$ cat src/ccrg_map.vh
// register offsets, field positions and reset values of the chip control register group
`ifndef CCRG_MAP_VH
`define CCRG_MAP_VH
`define CCRG_OFF_CNT_LO 12'h0B1
`define CCRG_OFF_CNT_HI 12'h0B2
`define CCRG_OFF_PRESC 12'h0B8
`define CCRG_OFF_CTL 12'h0CC
`define CCRG_OFF_CTL_SEL 12'h0CD
`define CCRG_OFF_DBG_IDX 12'h0CE
`define CCRG_OFF_DBG_DATA 12'h0CF
`define CCRG_OFF_IRQ_SRC 12'h0DF
`define CCRG_OFF_KBD_CTL 12'h0F4
`define CCRG_BYTE_ADDR(i) ({(i), 2'b00})
`define CCRG_DBG_CTL 8'h00
`define CCRG_DBG_MASK 8'h01
`define CCRG_DBG_ADDR 8'h02
`define CCRG_DBG_DATA 8'h03
`define CCRG_TE_ROM 0
`define CCRG_TE_MADDR 1
`define CCRG_TE_MDATA 2
`define CCRG_TE_WR 3
`define CCRG_TE_RD 4
`define CCRG_TE_IO 5
`define CCRG_TE_STEP 7
`define CCRG_CL_DBG_SER 0
`define CCRG_CL_NOP 1
`define CCRG_CL_ADDR_OUT 2
`define CCRG_CH_SER 0
`define CCRG_CH_MOUSE 1
`define CCRG_CH_HUB 2
`define CCRG_CH_SIE 3
`define CCRG_CH_TMR 4
`define CCRG_CH_KBD 5
`define CCRG_CH_WS_LO 6
`define CCRG_CH_WS_HI 7
`define CCRG_KW_LOAD 0
`define CCRG_KW_SHIFT 1
`define CCRG_KW_CLK_INV 2
`define CCRG_KW_IN_RST 3
`define CCRG_KW_DPW 4
`define CCRG_KW_CPW 5
`define CCRG_KW_SEND 6
`define CCRG_RST_BYTE 8'h00
`define CCRG_RST_CNT 16'h0000
`define CCRG_NOP_OPCODE 8'h00
`endif

$ cat src/ccrg_top.v
// chip control register group: timer, chip control, debugger trap unit, irq source, ps/2 port
//
// The APB interface to the registers was chosen for this implementation.
`timescale 1ns/1ps
`default_nettype none
`include "ccrg_map.vh"
// How it works
// - 16-bit timer count, low byte at B1h, high byte at B2h, both read/write.
// - 8-bit read/write prescaler divisor ahead of the timer count.
// - low control bit 0 lets a debug trap also raise the serial interrupt.
// - low control bit 1 replaces ROM fetch data with a no-operation opcode.
// - low control bit 2 drives the internal memory address onto port pins.
// - high control bits 0-5 enable six units individually.
// - high control bits 6-7 give zero to three ROM wait states.
// - debugger registers reached by an index register and a data port.
// - debugger index 00 write sets the trap enables and single step.
// - index 00 read returns enables plus write-trap and read-trap flags.
// - index 01 mask; a zero mask bit drops that bit from data compare.
// - index 02 is ROM address low or memory address; 03 is high or data.
// - control 00h disables trapping; 01h traps on the ROM fetch address.
// - control 12h traps a memory read at the index 02 address.
// - 0Ch traps masked-data writes, 1Ch masked-data reads or writes.
// - 16h, 0Eh, 1Eh trap only on address and masked data both matching.
// - control 80h single-steps, trapping after every instruction.
// - read-only irq source register shows eight pending request sources.
// - ps/2 write bit 0 loads the output shift register, bit 1 shifts it.
// - ps/2 bit 2 inverts keyboard clock; bit 3 resets input register, gates clock.
// - writing zero to ps/2 bits 4-6 clears the three interrupt flags.
// - ps/2 read gives clock, data, buffer full flags and the three interrupt flags.
module ccrg_top #(
    parameter CW = 16 // timer count width
) (
    input wire pclk, // 25 MHz clock
    input wire presetn, // async reset, active low
    input wire psel, // apb select
    input wire penable, // apb access phase
    input wire pwrite, // apb direction
    input wire [11:0] paddr, // apb byte address
    input wire [31:0] pwdata, // apb write data
    output wire [31:0] prdata, // apb read data
    output wire pready, // apb ready
    output wire pslverr, // apb error on unmapped address
    input wire [15:0] rom_addr, // cpu rom fetch address
    input wire rom_fetch, // rom fetch strobe
    input wire [7:0] rom_data_in, // data from program rom
    output wire [7:0] rom_data_out, // rom data seen by cpu
    output wire [1:0] rom_wait_states, // wait states on rom access
    input wire [7:0] mem_addr, // internal memory address
    input wire [7:0] mem_data, // internal memory data
    input wire mem_rd, // memory read strobe
    input wire mem_wr, // memory write strobe
    input wire insn_done, // instruction completed pulse
    output wire [7:0] gpio_addr_out, // memory address onto port pins
    output wire gpio_addr_oe, // port pins driven by address bus
    output reg debug_trap, // debug trap pulse
    output wire serial_dbg_irq, // serial interrupt raised by debug
    output wire en_serial, // serial port enable
    output wire en_mouse, // ps/2 mouse enable
    output wire en_hub, // hub function enable
    output wire en_serial_interface_engine, // serial interface engine enable
    output wire en_timer, // on-chip timer enable
    output wire en_keyboard, // ps/2 keyboard enable
    input wire [6:0] irq_ext, // other pending sources, bits 1-7
    input wire kbd_clk_in, // keyboard clock line
    input wire kbd_data_in, // keyboard data line
    input wire obuf_full, // output buffer full status
    input wire ibuf_full, // input buffer full status
    input wire data_port_write_ev, // host wrote data port
    input wire command_port_write_ev, // host wrote command port
    input wire kbd_send_ev, // keyboard send event
    output wire kbd_clk_eff, // keyboard clock after invert and gate
    output reg kbd_out_load, // output shift register load pulse
    output reg kbd_out_shift, // output shift register shift pulse
    output reg kbd_in_rst, // input shift register reset pulse
    output wire data_port_write_irq, // data port write interrupt
    output wire command_port_write_irq, // command port write interrupt
    output wire kbd_send_irq // keyboard send interrupt
);
    reg [CW-1:0] cnt_r;
    reg [7:0] presc_r;
    reg [7:0] pre_cnt_r;
    wire [7:0] ctl_lo_r;
    wire [7:0] ctl_hi_r;
    reg ctl_sel_r;
    reg [7:0] dbg_idx_r;
    wire [7:0] dbg_q [0:3];
    wire [7:0] dbg_ctl_r = dbg_q[0];
    wire [7:0] dbg_mask_r = dbg_q[1];
    wire [7:0] dbg_a_r = dbg_q[2];
    wire [7:0] dbg_d_r = dbg_q[3];
    wire [1:0] trap_flag_r;
    wire trap_wr_r = trap_flag_r[0];
    wire trap_rd_r = trap_flag_r[1];
    wire tmr_irq_r;
    reg kbd_inv_r;
    reg kbd_gate_r;
    wire [2:0] kirq_r;
    reg [7:0] rd_byte;
    reg [31:0] prdata_r;
    reg mapped;
    wire wr_en = psel & penable & pwrite;
    wire rd_en = psel & penable & ~pwrite;
    wire [7:0] wb = pwdata[7:0];
    wire [11:0] idx = {2'b00, paddr[11:2]};
    wire pre_tick;
    wire addr_hit;
    wire data_hit;
    wire rom_hit;
    wire mem_trap;
    wire mem_cyc;
    // write strobes decoded once, shared by the flag banks below
    wire wr_cnt = wr_en & ((idx == `CCRG_OFF_CNT_LO) | (idx == `CCRG_OFF_CNT_HI));
    wire wr_ctl = wr_en & (idx == `CCRG_OFF_CTL);
    wire wr_dbg = wr_en & (idx == `CCRG_OFF_DBG_DATA);
    wire wr_dbg_ctl = wr_dbg & (dbg_idx_r == `CCRG_DBG_CTL);
    wire wr_kbd = wr_en & (idx == `CCRG_OFF_KBD_CTL);
    wire tmr_last;
    wire rd_cyc;
    wire wr_cyc;
    wire step_hit;
    wire [1:0] trap_set;
    wire [2:0] kirq_set;
    wire [2:0] kirq_clr;
    localparam [CW-1:0] CNT_ZERO = {CW{1'b0}};
    localparam [CW-1:0] CNT_ONE = {{(CW-1){1'b0}}, 1'b1};

    // single-cycle access: the slave answers in the first access cycle
    assign pready = 1'b1;
    assign pslverr = psel & penable & ~mapped;
    assign prdata = prdata_r;

    always @* begin
        mapped = 1'b1;
        rd_byte = 8'h00;
        if (idx == `CCRG_OFF_CNT_LO) begin
            rd_byte = cnt_r[7:0];
        end else if (idx == `CCRG_OFF_CNT_HI) begin
            rd_byte = cnt_r[15:8];
        end else if (idx == `CCRG_OFF_PRESC) begin
            rd_byte = presc_r;
        end else if (idx == `CCRG_OFF_CTL) begin
            rd_byte = 8'h00; // write-only register reads zero
        end else if (idx == `CCRG_OFF_CTL_SEL) begin
            rd_byte = {7'h00, ctl_sel_r};
        end else if (idx == `CCRG_OFF_DBG_IDX) begin
            rd_byte = dbg_idx_r;
        end else if (idx == `CCRG_OFF_DBG_DATA) begin
            if (dbg_idx_r == `CCRG_DBG_CTL) begin
                rd_byte = {dbg_ctl_r[7], trap_rd_r, trap_wr_r, dbg_ctl_r[4:0]};
            end else if (dbg_idx_r == `CCRG_DBG_MASK) begin
                rd_byte = dbg_mask_r;
            end else if (dbg_idx_r == `CCRG_DBG_ADDR) begin
                rd_byte = dbg_a_r;
            end else if (dbg_idx_r == `CCRG_DBG_DATA) begin
                rd_byte = dbg_d_r;
            end
        end else if (idx == `CCRG_OFF_IRQ_SRC) begin
            rd_byte = {irq_ext, tmr_irq_r};
        end else if (idx == `CCRG_OFF_KBD_CTL) begin
            rd_byte = {1'b0, kirq_r, ibuf_full, obuf_full, kbd_data_in, kbd_clk_in};
        end else begin
            mapped = 1'b0;
        end
    end

    // prescaler: one tick every presc+1 cycles while timer is enabled
    assign pre_tick = en_timer & (pre_cnt_r == presc_r);

    // reloading the count acknowledges the timer flag; a tick in that cycle still wins
    assign tmr_last = pre_tick & (cnt_r == CNT_ONE);
    ccrg_sticky #(
        .W(1)
    ) tmr_flag_i (
        .clk(pclk), // clock
        .rst_n(presetn), // reset
        .set(tmr_last), // 1 to 0 step
        .clr(wr_cnt), // count reload
        .q(tmr_irq_r) // irq source bit 0
    );

    always @(posedge pclk or negedge presetn) begin
        if (!presetn) begin
            cnt_r <= `CCRG_RST_CNT;
            presc_r <= `CCRG_RST_BYTE;
            pre_cnt_r <= `CCRG_RST_BYTE;
        end else begin
            if (!en_timer || pre_tick) begin
                pre_cnt_r <= 8'h00;
            end else begin
                pre_cnt_r <= pre_cnt_r + 8'h01;
            end
            if (pre_tick && cnt_r != CNT_ZERO) begin
                cnt_r <= cnt_r - CNT_ONE;
            end
            if (wr_en && idx == `CCRG_OFF_CNT_LO) begin
                cnt_r[7:0] <= wb;
            end
            if (wr_en && idx == `CCRG_OFF_CNT_HI) begin
                cnt_r[15:8] <= wb;
            end
            if (wr_en && idx == `CCRG_OFF_PRESC) begin
                presc_r <= wb;
            end
        end
    end

    always @(posedge pclk or negedge presetn) begin
        if (!presetn) begin
            ctl_sel_r <= 1'b0;
            dbg_idx_r <= `CCRG_RST_BYTE;
        end else if (wr_en) begin
            if (idx == `CCRG_OFF_CTL_SEL) begin
                ctl_sel_r <= wb[0];
            end else if (idx == `CCRG_OFF_DBG_IDX) begin
                dbg_idx_r <= wb;
            end
        end
    end

    // the shared write address is steered by the select bit at CDh
    ccrg_byte_reg ctl_lo_i (
        .clk(pclk), // clock
        .rst_n(presetn), // reset
        .we(wr_ctl & ~ctl_sel_r),
        .d(wb), // write byte
        .q(ctl_lo_r) // low control
    );
    ccrg_byte_reg ctl_hi_i (
        .clk(pclk), // clock
        .rst_n(presetn), // reset
        .we(wr_ctl & ctl_sel_r),
        .d(wb), // write byte
        .q(ctl_hi_r) // high control
    );

    // debugger registers picked by the index; indexes above 03 write nothing
    genvar gi;
    generate
        for (gi = 0; gi < 4; gi = gi + 1) begin : g_dbg
            localparam [7:0] SEL = gi;
            ccrg_byte_reg dbg_reg_i (
                .clk(pclk), // clock
                .rst_n(presetn), // reset
                .we(wr_dbg & (dbg_idx_r == SEL)),
                .d(wb), // write byte
                .q(dbg_q[gi]) // stored byte
            );
        end
    endgenerate

    // trap matching: enables combine so 12h/0Ch/1Ch/16h/0Eh/1Eh all fall out
    assign rom_hit = dbg_ctl_r[`CCRG_TE_ROM] & rom_fetch & (rom_addr == {dbg_d_r, dbg_a_r});
    assign addr_hit = ~dbg_ctl_r[`CCRG_TE_MADDR] | (mem_addr == dbg_a_r);
    assign data_hit = ~dbg_ctl_r[`CCRG_TE_MDATA] |
        (((mem_data ^ dbg_d_r) & dbg_mask_r) == 8'h00);
    assign rd_cyc = dbg_ctl_r[`CCRG_TE_RD] & mem_rd;
    assign wr_cyc = dbg_ctl_r[`CCRG_TE_WR] & mem_wr;
    assign mem_cyc = rd_cyc | wr_cyc;
    // with neither address nor data enabled a bare cycle must not trap (00h stays silent)
    assign mem_trap = mem_cyc & (dbg_ctl_r[`CCRG_TE_MADDR] | dbg_ctl_r[`CCRG_TE_MDATA]) &
        addr_hit & data_hit;

    always @(posedge pclk or negedge presetn) begin
        if (!presetn) begin
            debug_trap <= 1'b0;
        end else begin
            debug_trap <= rom_hit | mem_trap | step_hit;
        end
    end

    assign step_hit = dbg_ctl_r[`CCRG_TE_STEP] & insn_done;
    // a flag names only an enabled cycle type, even if both strobes rise together
    assign trap_set = {mem_trap & rd_cyc, mem_trap & wr_cyc};
    ccrg_sticky #(
        .W(2)
    ) trap_flag_i (
        .clk(pclk), // clock
        .rst_n(presetn), // reset
        .set(trap_set), // trap cycle type
        .clr({2{wr_dbg_ctl}}), // control rewrite clears both
        .q(trap_flag_r) // read-back bits 6:5
    );

    assign serial_dbg_irq = ctl_lo_r[`CCRG_CL_DBG_SER] & debug_trap;
    assign rom_data_out = ctl_lo_r[`CCRG_CL_NOP] ? `CCRG_NOP_OPCODE : rom_data_in;
    assign gpio_addr_oe = ctl_lo_r[`CCRG_CL_ADDR_OUT];
    assign gpio_addr_out = ctl_lo_r[`CCRG_CL_ADDR_OUT] ? mem_addr : 8'h00;
    assign en_serial = ctl_hi_r[`CCRG_CH_SER];
    assign en_mouse = ctl_hi_r[`CCRG_CH_MOUSE];
    assign en_hub = ctl_hi_r[`CCRG_CH_HUB];
    assign en_serial_interface_engine = ctl_hi_r[`CCRG_CH_SIE];
    assign en_timer = ctl_hi_r[`CCRG_CH_TMR];
    assign en_keyboard = ctl_hi_r[`CCRG_CH_KBD];
    assign rom_wait_states = ctl_hi_r[`CCRG_CH_WS_HI:`CCRG_CH_WS_LO];

    // ps/2 port: an event in the clearing cycle wins over the clear
    always @(posedge pclk or negedge presetn) begin
        if (!presetn) begin
            kbd_inv_r <= 1'b0;
            kbd_gate_r <= 1'b0;
            kbd_out_load <= 1'b0;
            kbd_out_shift <= 1'b0;
            kbd_in_rst <= 1'b0;
        end else begin
            kbd_out_load <= wr_en & (idx == `CCRG_OFF_KBD_CTL) & wb[`CCRG_KW_LOAD];
            kbd_out_shift <= wr_en & (idx == `CCRG_OFF_KBD_CTL) & wb[`CCRG_KW_SHIFT];
            kbd_in_rst <= wr_en & (idx == `CCRG_OFF_KBD_CTL) & wb[`CCRG_KW_IN_RST];
            if (wr_kbd) begin
                kbd_inv_r <= wb[`CCRG_KW_CLK_INV];
                kbd_gate_r <= wb[`CCRG_KW_IN_RST];
            end
        end
    end

    assign kirq_set = {kbd_send_ev, command_port_write_ev, data_port_write_ev};
    assign kirq_clr = wr_kbd ? ~wb[`CCRG_KW_SEND:`CCRG_KW_DPW] : 3'b000;
    ccrg_sticky #(
        .W(3)
    ) kirq_i (
        .clk(pclk), // clock
        .rst_n(presetn), // reset
        .set(kirq_set), // port events
        .clr(kirq_clr), // written zeros
        .q(kirq_r) // interrupt flags
    );

    assign kbd_clk_eff = ~kbd_gate_r & (kbd_clk_in ^ kbd_inv_r);
    assign data_port_write_irq = kirq_r[0];
    assign command_port_write_irq = kirq_r[1];
    assign kbd_send_irq = kirq_r[2];

    // read data registered in the setup phase so prdata comes from flip-flops
    always @(posedge pclk or negedge presetn) begin
        if (!presetn) begin
            prdata_r <= 32'h00000000;
        end else if (psel && !penable && !pwrite) begin
            prdata_r <= {24'h000000, rd_byte};
        end
    end
endmodule // ccrg_top

// bank of sticky flags: a set in the clearing cycle wins, so no event is lost
module ccrg_sticky #(
    parameter W = 1 // number of flags
) (
    input wire clk, // clock
    input wire rst_n, // async reset, active low
    input wire [W-1:0] set, // event pulses
    input wire [W-1:0] clr, // clear requests
    output reg [W-1:0] q // flag levels
);
    always @(posedge clk or negedge rst_n) begin
        if (!rst_n) begin
            q <= {W{1'b0}};
        end else begin
            q <= set | (q & ~clr);
        end
    end
endmodule // ccrg_sticky

// one byte of storage with a write strobe
module ccrg_byte_reg (
    input wire clk, // clock
    input wire rst_n, // async reset, active low
    input wire we, // write strobe
    input wire [7:0] d, // write byte
    output reg [7:0] q // stored byte
);
    always @(posedge clk or negedge rst_n) begin
        if (!rst_n) begin
            q <= `CCRG_RST_BYTE;
        end else if (we) begin
            q <= d;
        end
    end
endmodule // ccrg_byte_reg
`default_nettype wire

$ cat config.mk
export PLATFORM = sky130hd
export DESIGN_NAME = ccrg_top
export DESIGN_NICKNAME = d
export VERILOG_FILES = /design/src/ccrg_top.v
export VERILOG_INCLUDE_DIRS = /design/src
export SDC_FILE = /design/constraint.sdc
export NUM_CORES = 1
export LEC_CHECK = 0
export ABC_CLOCK_PERIOD_IN_PS = 3600
export CAP_MARGIN = 30
export CORE_UTILIZATION = 50
export DETAILED_ROUTE_END_ITERATION = 8
export DONT_BUFFER_PORTS = 1
export PLACE_DENSITY_LB_ADDON = 0.08
export SYNTH_ARGS = -nofsm -noshare
export SYNTH_HDL_FRONTEND = slang
export SYNTH_SLANG_ARGS = --single-unit
$ cat constraint.sdc
create_clock -name pclk -period 3.6 [get_ports pclk]
set_input_delay 0.72 -clock pclk [delete_from_list [all_inputs] [get_ports pclk]]
set_output_delay 0.72 -clock pclk [all_outputs]
set_load 0.02 [all_outputs]
Word level (Yosys, flattened, before mapping). Index checks and enable logic that the tools add are counted.

Register bits: 104. Bits in latches: 0. Bits in writable memories: 0. Memory bits (read-only): 0. Bits of input ports: 107. Word-level logic and storage cells: 142. Memories kept: 0.

Add/subtract/negate cells: 2. Multipliers: 0. Divide/modulo/power cells: 0. $lt $le $gt $ge: 0. Equality and inequality tests: 16. Shifts and indexed selects: 0. Muxes and demuxes: 29. Bitwise operators: 56. Reduce and logical (&&, ||, !) cells: 17.

Operator list (number): two-way mux 8 bit (17); equality test 10 x 8 -> 1 bit, second input constant (9); bitwise AND 1 bit (31); equality test 16 x 1 -> 1 bit, second input constant (1); equality test 16 bit (1); equality test 8 x 2 -> 1 bit, second input constant (2); equality test 8 bit (2); zero test 8 bit (2); two-way mux 16 bit (1); nonzero test 16 bit (1); subtractor 16 x 1 -> 16 bit, second input constant (1); two-way mux 1 bit (9); adder 8 x 1 -> 8 bit, second input constant (1); bitwise AND 8 bit (1); equality test 8 x 1 -> 1 bit, second input constant (1); bitwise OR 1 bit (8); XOR 8 bit (1); two-way mux 7 bit (1); inverter 1 bit (7); logical AND 1 bit (6); inverter 3 bit (2); nonzero test 2 bit (2); bitwise AND 3 bit (1); zero test 1 bit (3); 9 further kinds (9).

Logic depth before layout (Yosys ltp).
Depth in word-level cells: 12. Gate-level depth with buffers: 10.

By module. Synthesis repeated with hierarchy kept, for this count alone.

Cell total of the unflattened synthesis: 574. Area total of the unflattened synthesis: 6363.6 um^2.

Modules (own cells, without submodules): ccrg_top (times used 1, cells each 454, area an instance 4156.5 um^2, sequential area each 1376.3 um^2); ccrg_byte_reg (times used 6, cells each 17, area an instance 331.6 um^2, sequential area each 200.2 um^2); ccrg_sticky at kirq_i (times used 1, cells each 9, area an instance 108.9 um^2, sequential area each 75.1 um^2); ccrg_sticky at trap_flag_i (times used 1, cells each 6, area an instance 72.6 um^2, sequential area each 50.0 um^2); ccrg_sticky at tmr_flag_i (times used 1, cells each 3, area an instance 36.3 um^2, sequential area each 25.0 um^2).

Worst setup path after synthesis. Ideal clock, no wire load.

Path type: input -> output. Start: in paddr[11]. End: out pslverr. Arrival time: 2440 ps. Data required time: 2880 ps. Slack: 440 ps. Cell stages on the path: 6. Path buffers: 2. Cell sequence: or3b_1 > buf_2 > or4_4 > buf_6 > nor3_1 > nor4_1.

Word-level cells in the longest chain between the ends: 12. Elaborated cells between the ends (all ways): 20. Those cells by class: eq/ne (9); mux (9); bitwise (2).

RTL lines: start: declaration (RTL line ccrg_top.v:38) `input wire [11:0] paddr,`; equality test 10 x 8 -> 1 bit (no line); two-way mux 1 bit (RTL line ccrg_top.v:159) `` end else if (idx == `CCRG_OFF_KBD_CTL) begin ``; two-way mux 1 bit (RTL line ccrg_top.v:157) `` end else if (idx == `CCRG_OFF_IRQ_SRC) begin ``; two-way mux 1 bit (RTL line ccrg_top.v:147) `` end else if (idx == `CCRG_OFF_DBG_DATA) begin ``; two-way mux 1 bit (RTL line ccrg_top.v:145) `` end else if (idx == `CCRG_OFF_DBG_IDX) begin ``; two-way mux 1 bit (RTL line ccrg_top.v:143) `` end else if (idx == `CCRG_OFF_CTL_SEL) begin ``; two-way mux 1 bit (RTL line ccrg_top.v:141) `` end else if (idx == `CCRG_OFF_CTL) begin ``; two-way mux 1 bit (RTL line ccrg_top.v:139) `` end else if (idx == `CCRG_OFF_PRESC) begin ``; two-way mux 1 bit (RTL line ccrg_top.v:137) `` end else if (idx == `CCRG_OFF_CNT_HI) begin ``; two-way mux 1 bit * (RTL line ccrg_top.v:135) `` if (idx == `CCRG_OFF_CNT_LO) begin ``; inverter 1 bit * (RTL line ccrg_top.v:129) `assign pslverr = psel & penable & ~mapped;`; bitwise AND 1 bit * (RTL line ccrg_top.v:129); end: declaration (RTL line ccrg_top.v:42) `output wire pslverr,`.

Every way passes the cells marked *; elsewhere a longest branch is shown, timed or not.

Worst setup path in the final report. Same ends and word-level chain as after synthesis.

==> flow_summary.json <==
{
  "status": "complete, no violations",
  "io_buffers": 0,
  "die_w_um": 110,
  "drv_slew": 0,
  "synth-seq-cells": 102,
  "synth_top_area_share_pct": 43.8,
  "rsz0062_at_grt": "no",
  "yosys_most_used_dff": "dfrtp_1",
  "die_h_um": 110,
  "hold_class": "in2async",
  "grt_overflow": 0,
  "syn2layout_area_growth_pct": 6.78,
  "grt_antenna_before_repair": 0,
  "rows": 39,
  "clk_latency_ns": 0.35,
  "fin_setup_tns_ns": 0,
  "drt_iter0_markers": 370,
  "clock.fmax_mhz": 319,
  "clock_sinks": 102,
  "yosysTopAreaCell": "dfrtp_1",
  "dieArea_sq_mm": 0.0121,
  "cts_resized": 0,
  "synth_warnings": 0,
  "start_kind": "primary input",
  "hold_buffers": 0,
  "yosysMostFrequentCell": "dfrtp_1",
  "post_dp_cell_area_sq_mm": 0.00591,
  "clk_pin_slew_ns": 0.07,
  "place_congestion": 0.894,
  "drtPass1Iterations": 4,
  "nets": 680,
  "postSynthAreaPerCell_sq_um": 10.2,
  "r2r_cells": 7,
  "fin_ws_ns": 0.467,
  "synth-seq-area-share_pct": 43.8,
  "ios": 175,
  "synth_edf_count": 0,
  "finish.instance_area_sq_mm": 0.00622,
  "n_antenna_cell": 0,
  "post_cts_buffers": 0,
  "maxCapViolations": 0,
  "r2r_setup_slack_ns": 1.03,
  "clk_path_buf_depth": 2,
  "yosys-top-cells-count": "102 x dfrtp_1, 54 x mux2_2, 53 x nand2_1",
  "cp_max_fo": 8,
  "cts_root_buf": "clkbuf_16",
  "vias": 4363,
  "drive_gt1_share_pct": 16.7,
  "synthCells": 569,
  "peakVddDrop_v": 0.000428,
  "rr_startpoint": "dbg_idx_r[4]",
  "fin_worst_skew_ns": 0.00617,
  "slew_headroom_pct": 56.6,
  "synth_area_sq_mm": 0.00583,
  "grt_use_total_pct": 27.4,
  "hold_violations": 0,
  "power.density_mw_per_mm2": 373,
  "wl_per_cell_um": 22.2,
  "endpoint_kind": "output port",
  "whs_ns": 0.0546,
  "worst_pin_slew_ns": 0.651,
  "critPathKind": "in2out",
  "drc": 0,
  "synth_area_leaders": "dfrtp_1 44%, mux2_2 10%, xnor2_1 4.7%",
  "core_sq_mm": 0.0114,
  "vias_per_cell": 6.08,
  "postRouteWirelength_mm": 15.9,
  "p_leak_uw": 0.00267,
  "start_util_pct": 51.3,
  "final_antenna_net_count": 0,
  "grt_pass1_vias": 4186,
  "crit_required_ns": 2.88,
  "htreeDepth": 3,
  "synth_cell_types": 55,
  "dp_hpwl_mm": 11.6,
  "period_needed_ns": 3.13,
  "async_flop_share_pct": 100,
  "cp_slowest_cell": "or4_4",
  "place_ws_ns": 0.448,
  "numCtsBuffers": 9,
  "path_cells": "or3b_1 > or4_4 > nor3_1 > nor4_1 > buf_4",
  "fin_crit_sh_pct": 87.0,
  "cts_tree": "done",
  "setup_violations": 0,
  "grt_max_degree": 103,
  "cp.arrival_ns": 2.41,
  "grt_pass1_wl_mm": 23.7,
  "timing.rr.end": "g_dbg[1].dbg_reg_i.q[6]",
  "critPathMaxStageDelay_ns": 0.58
}
cell type report:
cell class              count  area (sq um)
multi-input cells         439          3060
fillers                  1022          5140
flip-flops and latches    102          2550
clock buffers              11           253
well taps                 143           179
repair buffers             12          90.1
clock inverters             5          63.8
inverters                   6          22.5
per-layer routing:
layer	wire, um	part of all wire [%]	GRT usage, %	vias up
met2	6940	44	38.8	181
met5	0	0	0	-
met4	129	0.81	6.76	0
li1	-	-	-	1991
met3	1410	8.9	8.70	15
met1	7430	47	40.5	2176
worst max-delay path, delay by kind of cell:
family | cells | cell delay, ns
simple gates | 4 | 1.50
buf+inv | 1 | 0.18
sequential cells by signal, indices dropped and copies added (netlist names), 2 cells and up:
signal	cells
cnt_r	16
trap_flag_i.q	2
dbg_idx_r	8
g_dbg.dbg_reg_i.q	30
kirq_i.q	3
prdata	8
ctl_lo_i.q	3
pre_cnt_r	8
ctl_hi_i.q	8
presc_r	8
worst max-delay path by stage:
stage / from / endpoint / slack (ns)
3_3_place_gp: paddr[11] / cnt_r[1] / 0.50
5_1_grt: paddr[11] / pslverr / 0.42
3_5_place_dp: paddr[11] / cnt_r[1] / 0.45
6_report: paddr[11] / pslverr / 0.47
4_1_cts: paddr[11] / pslverr / 0.50
2_1_floorplan: paddr[11] / pslverr / 0.44
cell families after synthesis:
logic type / Yosys count / synth area share [%]
AND/OR/NAND/NOR: 198 / 17.7
flip-flops: 102 / 43.8
AO/OA/AOI/OAI: 89 / 9.64
XOR/XNOR: 62 / 9.32
multiplexers: 62 / 13.5
buffers and inverters: 51 / 5.24
adder cells (fa/ha/maj): 3 / 0.644
other: 2 / 0.129
cells in the final DEF (no fill, tap or decap), types with 3 or more instances in the layout:
cell type    n
nor4_1      13
xor2_1      31
dfrtp_1    102
nand2b_1     7
nor2b_1     13
buf_4       12
nand3_1     15
ha_1         3
and3_1      10
a21oi_1     15
or4_1        3
nor3_1      11
nor2_1      27
mux2_2      54
or3_1       10
mux4_2       8
a22o_1       5
o221ai_1     3
a221oi_1     5
clkbuf_16    9
inv_1        6
conb_1      25
a31oi_1      4
nand2_1     53
and2_1      12
a22oi_1      4
o21ai_0     37
xnor2_1     31
nand4_1     13
report_power, final:
part | internal, uW | leakage, uW | switching [uW]
Sequential | 1160 | 0.00130 | 25.5
Clock | 583 | 0.000153 | 439
Combinational | 39.4 | 0.00121 | 73.6
Total | 1780 | 0.00267 | 538
stage by stage:
step	power (uW)	instances	util [%]
after floorplan	1330	592	-
final	2320	718	54.7
after global placement	1320	702	52.0
after CTS	2350	718	54.7
after global routing	2400	718	54.7
after detailed placement	1320	702	52.0
Power figures use the tool's default switching activity.
